### config.mk
export PLATFORM = sky130hd
export DESIGN_NAME = peripheral_register_interface
export DESIGN_NICKNAME = d
export VERILOG_FILES = /design/src/rtl/periph_regs_pkg.sv /design/src/rtl/peripheral_register_interface.sv
export SDC_FILE = /design/constraint.sdc
export NUM_CORES = 1
export LEC_CHECK = 0
export BUFFER_PORTS_ARGS = -buffer_cell sky130_fd_sc_hd__buf_2
export CORE_ASPECT_RATIO = 0.8
export CORE_MARGIN = 3
export CORE_UTILIZATION = 65
export DETAILED_ROUTE_END_ITERATION = 6
export MAX_ROUTING_LAYER = met4
export PLACE_DENSITY = 0.89
export SKIP_LAST_GASP = 1
export SYNTH_ARGS = -nofsm -noshare
export SYNTH_HDL_FRONTEND = slang
export SYNTH_SLANG_ARGS = --single-unit
### constraint.sdc
create_clock -name clk -period 6.8 [get_ports clk]
set_input_delay 1.02 -clock clk [delete_from_list [all_inputs] [get_ports clk]]
set_output_delay 1.02 -clock clk [all_outputs]
set_load 0.005 [all_outputs]
### src/rtl/periph_regs_pkg.sv
package periph_regs_pkg;
  localparam int ADDR_W = 14;
  localparam int SLICE_BYTES = 16384;
  localparam int CTRL_SLICE_BYTES = 4096;
  localparam int NUM_PORTS = 2;
  localparam int NUM_CHAN = 4;
  localparam int STAT_W = 6;

  localparam logic [13:0] OFF_COMMAND = 14'h0000;
  localparam logic [13:0] OFF_CONFIG = 14'h0004;
  localparam logic [13:0] OFF_SHADOW_SET = 14'h0008;
  localparam logic [13:0] OFF_SHADOW_CLR = 14'h000C;
  localparam logic [13:0] OFF_SHADOW_STATE = 14'h0010;
  localparam logic [13:0] OFF_STATUS = 14'h0014;
  localparam logic [13:0] OFF_INT_ENABLE = 14'h0018;
  localparam logic [13:0] OFF_INT_DISABLE = 14'h001C;
  localparam logic [13:0] OFF_INT_MASK = 14'h0020;
  localparam logic [13:0] OFF_CHAN_BASE = 14'h0030;
  localparam logic [13:0] OFF_CHAN_STRIDE = 14'h0008;
  localparam logic [13:0] OFF_CHAN_CNT = 14'h0004;

  localparam logic [31:0] CONFIG_RESET = 32'h0000_0000;
  localparam logic [31:0] SHADOW_RESET = 32'h0000_0000;
  localparam logic [STAT_W-1:0] MASK_RESET = 6'h00;
  localparam logic [31:0] POINTER_RESET = 32'h0000_0000;
  localparam logic [15:0] COUNT_RESET = 16'h0000;
  localparam logic [31:0] XFER_SIZE = 32'h0000_0001;

  // command bits: status bit 0..3 are channel ends, 4 attention, 5 config written
  localparam int CMD_RAISE_ATTN = 0;
  localparam int CMD_CLEAR_ATTN = 1;
  localparam int ST_ATTN = 4;
  localparam int ST_CFG_WRITTEN = 5;

  typedef struct packed {
    logic [13:0] addr;
    logic [31:0] wdata;
    logic wr;
    logic rd;
  } bus_req_t;

  typedef struct packed {
    logic [31:0] pointer;
    logic [15:0] count;
  } chan_t;
endpackage

### src/rtl/peripheral_register_interface.sv
// Design decisions made here: the address map and the plain strobed port.
module peripheral_register_interface
  import periph_regs_pkg::*;
#(
  parameter int SLICE = periph_regs_pkg::SLICE_BYTES
) (
  input wire logic clk,
  input wire logic reset,
  input wire logic clk_en,
  input wire logic [31:0] addr,
  input wire logic [31:0] wdata,
  input wire logic wr,
  input wire logic rd,
  output logic [31:0] rdata,
  input wire logic [periph_regs_pkg::NUM_CHAN-1:0] xfer_done,
  output logic [periph_regs_pkg::NUM_CHAN-1:0] chan_active,
  output logic [31:0] config_out,
  output logic [31:0] shadow_state,
  output logic irq
);
  import periph_regs_pkg::*;

  bus_req_t req;
  logic [31:0] config_reg;
  logic [STAT_W-1:0] status;
  logic [STAT_W-1:0] mask;
  chan_t chan [NUM_CHAN];
  logic [STAT_W-1:0] next_status;
  logic [STAT_W-1:0] status_set;

  assign req.addr = {addr[ADDR_W-1:2], 2'b00};
  assign req.wdata = wdata;
  assign req.wr = wr;
  assign req.rd = rd;

  wire w_cmd = req.wr && req.addr == OFF_COMMAND;
  wire w_cfg = req.wr && req.addr == OFF_CONFIG;
  wire w_set = req.wr && req.addr == OFF_SHADOW_SET;
  wire w_clr = req.wr && req.addr == OFF_SHADOW_CLR;
  wire w_ien = req.wr && req.addr == OFF_INT_ENABLE;
  wire w_idis = req.wr && req.addr == OFF_INT_DISABLE;

  function automatic logic hit_ptr(input logic [13:0] a, input int c);
    hit_ptr = a == 14'(OFF_CHAN_BASE + OFF_CHAN_STRIDE * 14'(c));
  endfunction

  function automatic logic hit_cnt(input logic [13:0] a, input int c);
    hit_cnt = a == 14'(OFF_CHAN_BASE + OFF_CHAN_STRIDE * 14'(c) + OFF_CHAN_CNT);
  endfunction

  wire raise_attn = w_cmd && req.wdata[CMD_RAISE_ATTN];
  wire clear_attn = w_cmd && req.wdata[CMD_CLEAR_ATTN];

  always_ff @(posedge clk) begin
    if (reset) begin
      config_reg <= CONFIG_RESET;
    end else if (clk_en && w_cfg) begin
      config_reg <= req.wdata;
    end
  end

  // set and clear of shadow state
  always_ff @(posedge clk) begin
    if (reset) begin
      shadow_state <= SHADOW_RESET;
    end else if (clk_en && (w_set || w_clr)) begin
      shadow_state <= w_set ? (shadow_state | req.wdata) : (shadow_state & ~req.wdata);
    end
  end

  genvar g;
  generate
    for (g = 0; g < NUM_CHAN; g++) begin : g_chan
      wire w_ptr = req.wr && hit_ptr(req.addr, g);
      wire w_cnt = req.wr && hit_cnt(req.addr, g);
      wire step = xfer_done[g] && chan[g].count != 16'h0000;
      assign chan_active[g] = chan[g].count != 16'h0000;
      // end flag when count reaches zero
      assign status_set[g] = step && chan[g].count == 16'h0001;
      always_ff @(posedge clk) begin
        if (reset) begin
          chan[g] <= '{POINTER_RESET, COUNT_RESET};
        end else if (clk_en) begin
          if (w_ptr) begin
            chan[g].pointer <= req.wdata;
          end else if (step) begin
            chan[g].pointer <= chan[g].pointer + XFER_SIZE;
          end
          if (w_cnt) begin
            chan[g].count <= req.wdata[15:0];
          end else if (step) begin
            chan[g].count <= chan[g].count - 16'h0001;
          end
        end
      end
    end
  endgenerate

  assign status_set[ST_ATTN] = raise_attn;
  assign status_set[ST_CFG_WRITTEN] = w_cfg;

  // status set only by events and commands, never by a STATUS write; set wins over command clear
  always_comb begin
    next_status = status;
    if (clear_attn) begin
      next_status[ST_ATTN] = 1'b0;
    end
    next_status = next_status | status_set;
  end

  always_ff @(posedge clk) begin
    if (reset) begin
      status <= '0;
    end else if (clk_en) begin
      status <= next_status;
    end
  end

  always_ff @(posedge clk) begin
    if (reset) begin
      mask <= MASK_RESET;
    end else if (clk_en) begin
      if (w_ien) begin
        mask <= mask | req.wdata[STAT_W-1:0];
      end else if (w_idis) begin
        mask <= mask & ~req.wdata[STAT_W-1:0];
      end
    end
  end

  assign irq = |(status & mask);
  assign config_out = config_reg;

  // unused bits and unmapped read zero
  logic [31:0] read_mux;
  always_comb begin
    read_mux = 32'h0000_0000;
    if (req.addr == OFF_CONFIG) read_mux = config_reg;
    if (req.addr == OFF_SHADOW_STATE) read_mux = shadow_state;
    if (req.addr == OFF_STATUS) read_mux = {26'h0, status};
    if (req.addr == OFF_INT_MASK) read_mux = {26'h0, mask};
    for (int c = 0; c < NUM_CHAN; c++) begin
      if (hit_ptr(req.addr, c)) read_mux = chan[c].pointer;
      if (hit_cnt(req.addr, c)) read_mux = {16'h0000, chan[c].count};
    end
  end

  // full word read, one cycle later
  always_ff @(posedge clk) begin
    if (reset) begin
      rdata <= 32'h0000_0000;
    end else if (clk_en) begin
      rdata <= req.rd ? read_mux : 32'h0000_0000;
    end
  end
endmodule // peripheral_register_interface

==> results of run 1 <==
worst paths after layout:
check        cells past startpoint  slack [ns]             to
max                              5        2.70     chan[2][2]
min                              2        0.47  config_out[1]
max reg2reg                      7        3.40    chan[3][22]
min reg2reg                      2        0.47  config_out[1]
power by group through the flow:
stage	clock, uW	combinational [uW]	sequential, uW
2_1_floorplan	0	255	2120
3_3_place_gp	0	370	2160
3_5_place_dp	0	380	2160
4_1_cts	1690	383	2130
5_1_grt	1780	424	2140
6_report	1710	404	2130
kinds of logic after synthesis:
group / share of synthesized area, %
and+or+nand+nor: 22.3
DFF: 43.3
muxes: 0.417
buffers and inverters: 4.37
adders and majority gates: 0.820
xor gates and xnor gates: 8.13
AOI/OAI and AO/OA: 20.7
worst max-delay path, stage by stage:
cell      delay [ns]
buf_2           0.12
or4_1           0.87
nor4_2          1.07
o21ai_1         0.46
nand2b_1        0.75
metrics by stage:
stage,total power (uW),setup slack [ns],util (%)
detailed placement,2540,2.29,69.6
floorplan,2380,3.35,-
finish,4250,2.70,73.4
global placement,2530,2.30,69.6
global route,4340,2.66,73.4
CTS,4200,2.84,73.3
layout make-up:
cell class | instances | area (um^2)
clock buffers | 48 | 943
clock inverters | 10 | 60.1
repair buffers | 181 | 978
flip-flops and latches | 300 | 7930
well taps | 364 | 455
diodes | 7 | 17.5
multi-input cells | 1610 | 9630
fillers | 2039 | 7330
inverters | 42 | 158
cell usage in the layout (no fill, tap or decap), types with 9 or more instances in the layout:
cell type	instances
a22oi_1	42
a32oi_1	34
a221oi_1	9
xnor2_1	107
inv_1	41
o21ai_1	32
nand4_1	44
or4_1	10
o21a_1	10
nand2_1	335
nor2_1	98
or3_1	24
o211ai_1	13
dfxtp_1	108
ha_1	12
nand3_1	97
or2_2	18
nor4_1	46
a211oi_1	52
o21ai_0	185
clkbuf_16	33
and3_1	15
buf_4	29
nand2b_1	11
a21oi_1	145
xor2_1	63
a21boi_0	16
nor3_1	34
a21o_1	15
buf_2	152
and4_1	15
and3b_1	15
edfxtp_1	192
metal layers:
metal  vias up  global-route usage, %  wire length [um]
li1       7893                      -                 -
met1      8590                   56.1             23600
met2      1478                   59.9             27300
met3       285                   15.2             11000
met4         0                   17.2              3320
met5         -                      -                 0
==> run metrics, run 1 <==
WL/cell 25.5 um; Max Cap Violations 0; Clock power frac 40.3%; initial antenna violation count 7; hold_buf cts 0; area grow syn2layout 10.2%; Max Clock Freq 244 MHz; Yosys reg bits 300; post-route minimum period 4.10 ns; initial drt markers 3270; crit path max fanout 16; drc violations 9; Critical Path Source addr[11]; RSZ-0062 raised after global routing false; largest cells by area after synthesis edfxtp_1, dfxtp_1, nand2_1; critical path class input port to flip-flop; Clk pin slew, worst setup/hold paths 0.06 ns; Sw Pwr 1150 uW; Hold WC Path Type flip-flop to flip-flop; vias 18.2k; Post-Syn Instances 2105; Worst R2R Start chan[3][0]; Relative slew margins 11.2%; clock tree sinks 300; hold wc startpoint config_out[1]; Post-synth ARST share 0%; crit share post-route 60.3%; DR vias/cell 7.12; placed insts 2497; die area 0.0302 mm^2; post-CTS setup buffers 0; YS warnings 0; Final Slew Violations 0; Fin. Hold Viols 0; GRT overflow 0; Port Buffers 153; CTS tree done; Clock Tree Buf Depth 3; Max H-tree Level 1; failing checks DRC; TNS Setup 0 ns; Final Wtd Congestion 1.09; Max IR drop VDD 0.216 mV; nets 2251; count leader, synth nand2_1; Starting Density 66.6%; Post-synth EDFFs 192; Pre-antenna DRT Iters 7; Avg Cell Area, Syn 8.70 um^2; Ports 174; pwr dens 211 mW/mm^2; row cnt 54; Gate power share 9.5%; # setup viols final 0; Resized cells post-CTS 0; Die H 156 um; DRT Wirelength 65.3 mm; All-Layer GR Usage 42.6%; design area 0.0202 mm^2; Leakage 0.00667 uW; Internal 3100 uW; Sequential Power Share 50.2%; Synth top area share 31.5%; Commonest cells post-synth nand2_1, edfxtp_1, o21ai_0; worst skew pair latency 0.59 ns; first-pass GRT wire length 97.8 mm; Seq/Total Area, Yosys 43.3%; non-filler instance count after layout 2562; vias in the first global route 16.7k; CP Capture Type flip-flop; Synth area leader edfxtp_1; run status finished, violations left; crit path launch type input port; clock buffer count from CTS 31; net switching fraction of the power 27.1%; clock root buffer master clkbuf_16; Mapped Nets 2190; placed cell area 0.0192 mm^2; worst-margin pin slew 1.32 ns; Setup Skew 0.0157 ns; cell area after synthesis 0.0183 mm^2; minimum hold slack 0.467 ns; hpwl dp 45.7 mm; WP data arrival 4.32 ns; Yosys cell types 77; CP required 7.01 ns; Final ANT Viol Nets 0; top_reg_cell synth edfxtp_1; Die Wd 194 um; largest net degree at the start of global routing 61; core area 0.0275 mm^2; share of layout cells above drive strength 1 13.1%
Power figures use the tool's default switching activity.
==> run 2, diff against run 1 <==
- ABC_AREA: unset -> 1
- CORE_UTILIZATION: 65 -> 61
- PLACE_DENSITY: 0.89 -> 0.85
- clock period: 6.8 -> 4 ns (I/O delays scaled with it)
==> run metrics, run 2 <==
Mapped Nets 2547 (+16%); WL/cell 23.1 um (-9.3%); top_reg_cell synth edfxtp_1; vias 19.1k (+4.6%); Die H 162 um (+3.8%); failing checks DRC; CTS tree done; Ports 174 (unchanged); YS warnings 0 (unchanged); worst skew pair latency 0.59 ns (about the same); Sequential Power Share 49.2% (-1.0 points); Synth Area in Compound Gates 17.0% (-3.6 points); Post-synth EDFFs 192 (unchanged); nets 2670 (+19%); Yosys reg bits 300 (unchanged); Sw Pwr 1960 uW (+70%); Post-synth ARST share 0% (unchanged); Max Cap Violations 0 (unchanged); pwr dens 351 mW/mm^2 (+67%); largest cells by area after synthesis edfxtp_1, dfxtp_1, nand2_1; Post-Synth Simple-Gate Area 24.5% (+2.2 points); largest net degree at the start of global routing 65 (+6.6%); Clock power frac 41.9% (+1.6 points); Internal 5320 uW (+72%); leading cell types in the layout, fill and taps excluded nand2_1, inv_1, o21ai_0; Hold WC Path Type input port to flip-flop; Seq/Total Area, Yosys 42.7% (-0.58 points); post-route minimum period 3.44 ns; clock tree sinks 300 (unchanged); Resized cells post-CTS 0 (unchanged); total power 7280 uW (+71%); RSZ-0062 raised after global routing false; Avg Cell Area, Syn 7.54 um^2 (-13%); Synth top area share 31.1% (-0.42 points); TNS Setup 0 ns (unchanged); Max IR drop VDD 0.367 mV (+70%); crit share post-route 86.1%; Clk pin slew, worst setup/hold paths 0.07 ns (about the same); Synth area leader edfxtp_1; mux cell area share after synthesis 0% (-0.42 points); CP Capture Type flip-flop; crit path launch type flip-flop; critical path class flip-flop to flip-flop; Post-Syn Instances 2462 (+17%); hold_buf cts 0 (unchanged); combinational family with the most area after synthesis simple AND/OR/NAND/NOR gates; post-CTS setup buffers 0 (unchanged); Setup Skew 0.0100 ns (-0.00565 ns); crit path max fanout 26 (+10); Post-Place Worst Slack 0.565 ns (-1.73 ns); Port Buffers 153 (unchanged); Final Slew Violations 0 (unchanged); Fin. Hold Viols 0 (unchanged); count leader, synth nand2_1; Leakage 0.00848 uW (+27%); Final Wtd Congestion 1.09 (-0.19%); worst-margin pin slew 1.12 ns (-0.197 ns); share of layout cells above drive strength 1 11.1% (-2.0 points); clock root buffer master clkbuf_16; post-synthesis xor/xnor area fraction 6.09% (-2.0 points); Starting Density 62.6% (-4.0 points); drc violations 2 (-7); net switching fraction of the power 26.9% (-0.21 points); first-pass GRT wire length 103 mm (+4.8%); initial drt markers 3308 (+1.2%); Max H-tree Level 1 (unchanged); Gate power share 8.9% (-0.6 points); multi-input combinational cell area 0.00900 mm^2 (-6.6%); Commonest cells post-synth nand2_1, inv_1, o21ai_0; vias in the first global route 16.6k (-0.62%); # setup viols final 0 (unchanged); register area 0.00793 mm^2 (unchanged); Final ANT Viol Nets 0 (unchanged); Max Clock Freq 290 MHz; Relative slew margins 25.1% (+14 points); initial antenna violation count 3 (-4); All-Layer GR Usage 42.5% (-0.071 points); clock buffer count from CTS 31 (unchanged); WP data arrival 3.75 ns (-0.57 ns); cell area after synthesis 0.0186 mm^2 (+1.4%); DRT Wirelength 69.7 mm (+6.8%); die area 0.0326 mm^2 (+7.7%); CP required 4.30 ns (-2.71 ns); Synth Area in Adders 0.809% (-0.011 points); run status finished, violations left; GRT overflow 0 (unchanged); core area 0.0296 mm^2 (+7.8%); Die Wd 201 um (+3.8%); hpwl dp 51.7 mm (+13%); final worst slack 0.556 ns (-2.14 ns); Clock Tree Buf Depth 3 (unchanged); Pre-antenna DRT Iters 7 (unchanged); area grow syn2layout 11.7%; commonest non-fill, non-tap cell in the layout nand2_1; DR vias/cell 6.32 (-11%); Yosys cell types 53 (-31%); row cnt 56 (+3.7%); fillers 2477 (+21%)
## run 2: cell type report
class	count	area share [%]
Antenna cell	2	0.0241
Clock inverter	16	0.646
Tap cell	406	2.45
Clock buffer	41	4.38
Sequential cell	300	38.3
Inverter	317	5.76
Multi-Input combinational cell	1747	43.4
Timing Repair Buffer	188	5.08
## run 2: logic make-up after synthesis
| family | after synthesis |
|---|---|
| and+or+nand+nor | 1035 |
| AOI/OAI and AO/OA | 571 |
| buffers and inverters | 415 |
| adders and majority gates | 12 |
| xor gates and xnor gates | 129 |
| DFF | 300 |
## run 2: routing by layer
metal	global-route usage, %	share of wire, %
met5	-	0
met3	12.2	16
met2	58.3	41
met1	61.9	40
met4	10.6	3.2
## run 2: worst max-delay path, cell delays in order (launching register included)
cell and delay [ns]:
edfxtp_1 0.41, inv_1 0.08, ha_1 0.24, nand2_1 0.11, nor2_1 0.14, a21boi_1 0.17
buf_4 0.17, nand2_1 0.10, nor2_2 0.87, inv_2 0.48, o21ai_1 0.31, a21oi_1 0.08
## run 2: worst paths after layout
kind	startpoint	end	slack (ns)	cells past startpoint
setup / recovery	chan[2][0]	chan[2][27]	0.56	11
hold / removal	wdata[2]	chan[1][18]	0.34	3
setup reg to reg	chan[2][0]	chan[2][27]	0.56	11
hold reg to reg	rdata[25]	rdata[25]	0.46	2
## run 2: stage by stage
step / instance area (um^2) / util [%] / cells / hold slack [ns]
3_3_place_gp: 19700 / 66.4 / 2958 / 0.449
6_report: 20700 / 69.9 / 3017 / 0.336
3_5_place_dp: 19700 / 66.4 / 2958 / 0.453
5_1_grt: 20700 / 69.9 / 3017 / 0.350
2_1_floorplan: 18600 / - / 2462 / 0.437
4_1_cts: 20700 / 69.9 / 3015 / 0.319
## run 2: power groups by stage
stage	logic, uW	clock network [uW]	registers (uW)
4_1_cts	619	3030	3570
2_1_floorplan	396	0	3590
3_3_place_gp	600	0	3630
3_5_place_dp	613	0	3640
5_1_grt	689	3150	3600
6_report	647	3050	3580
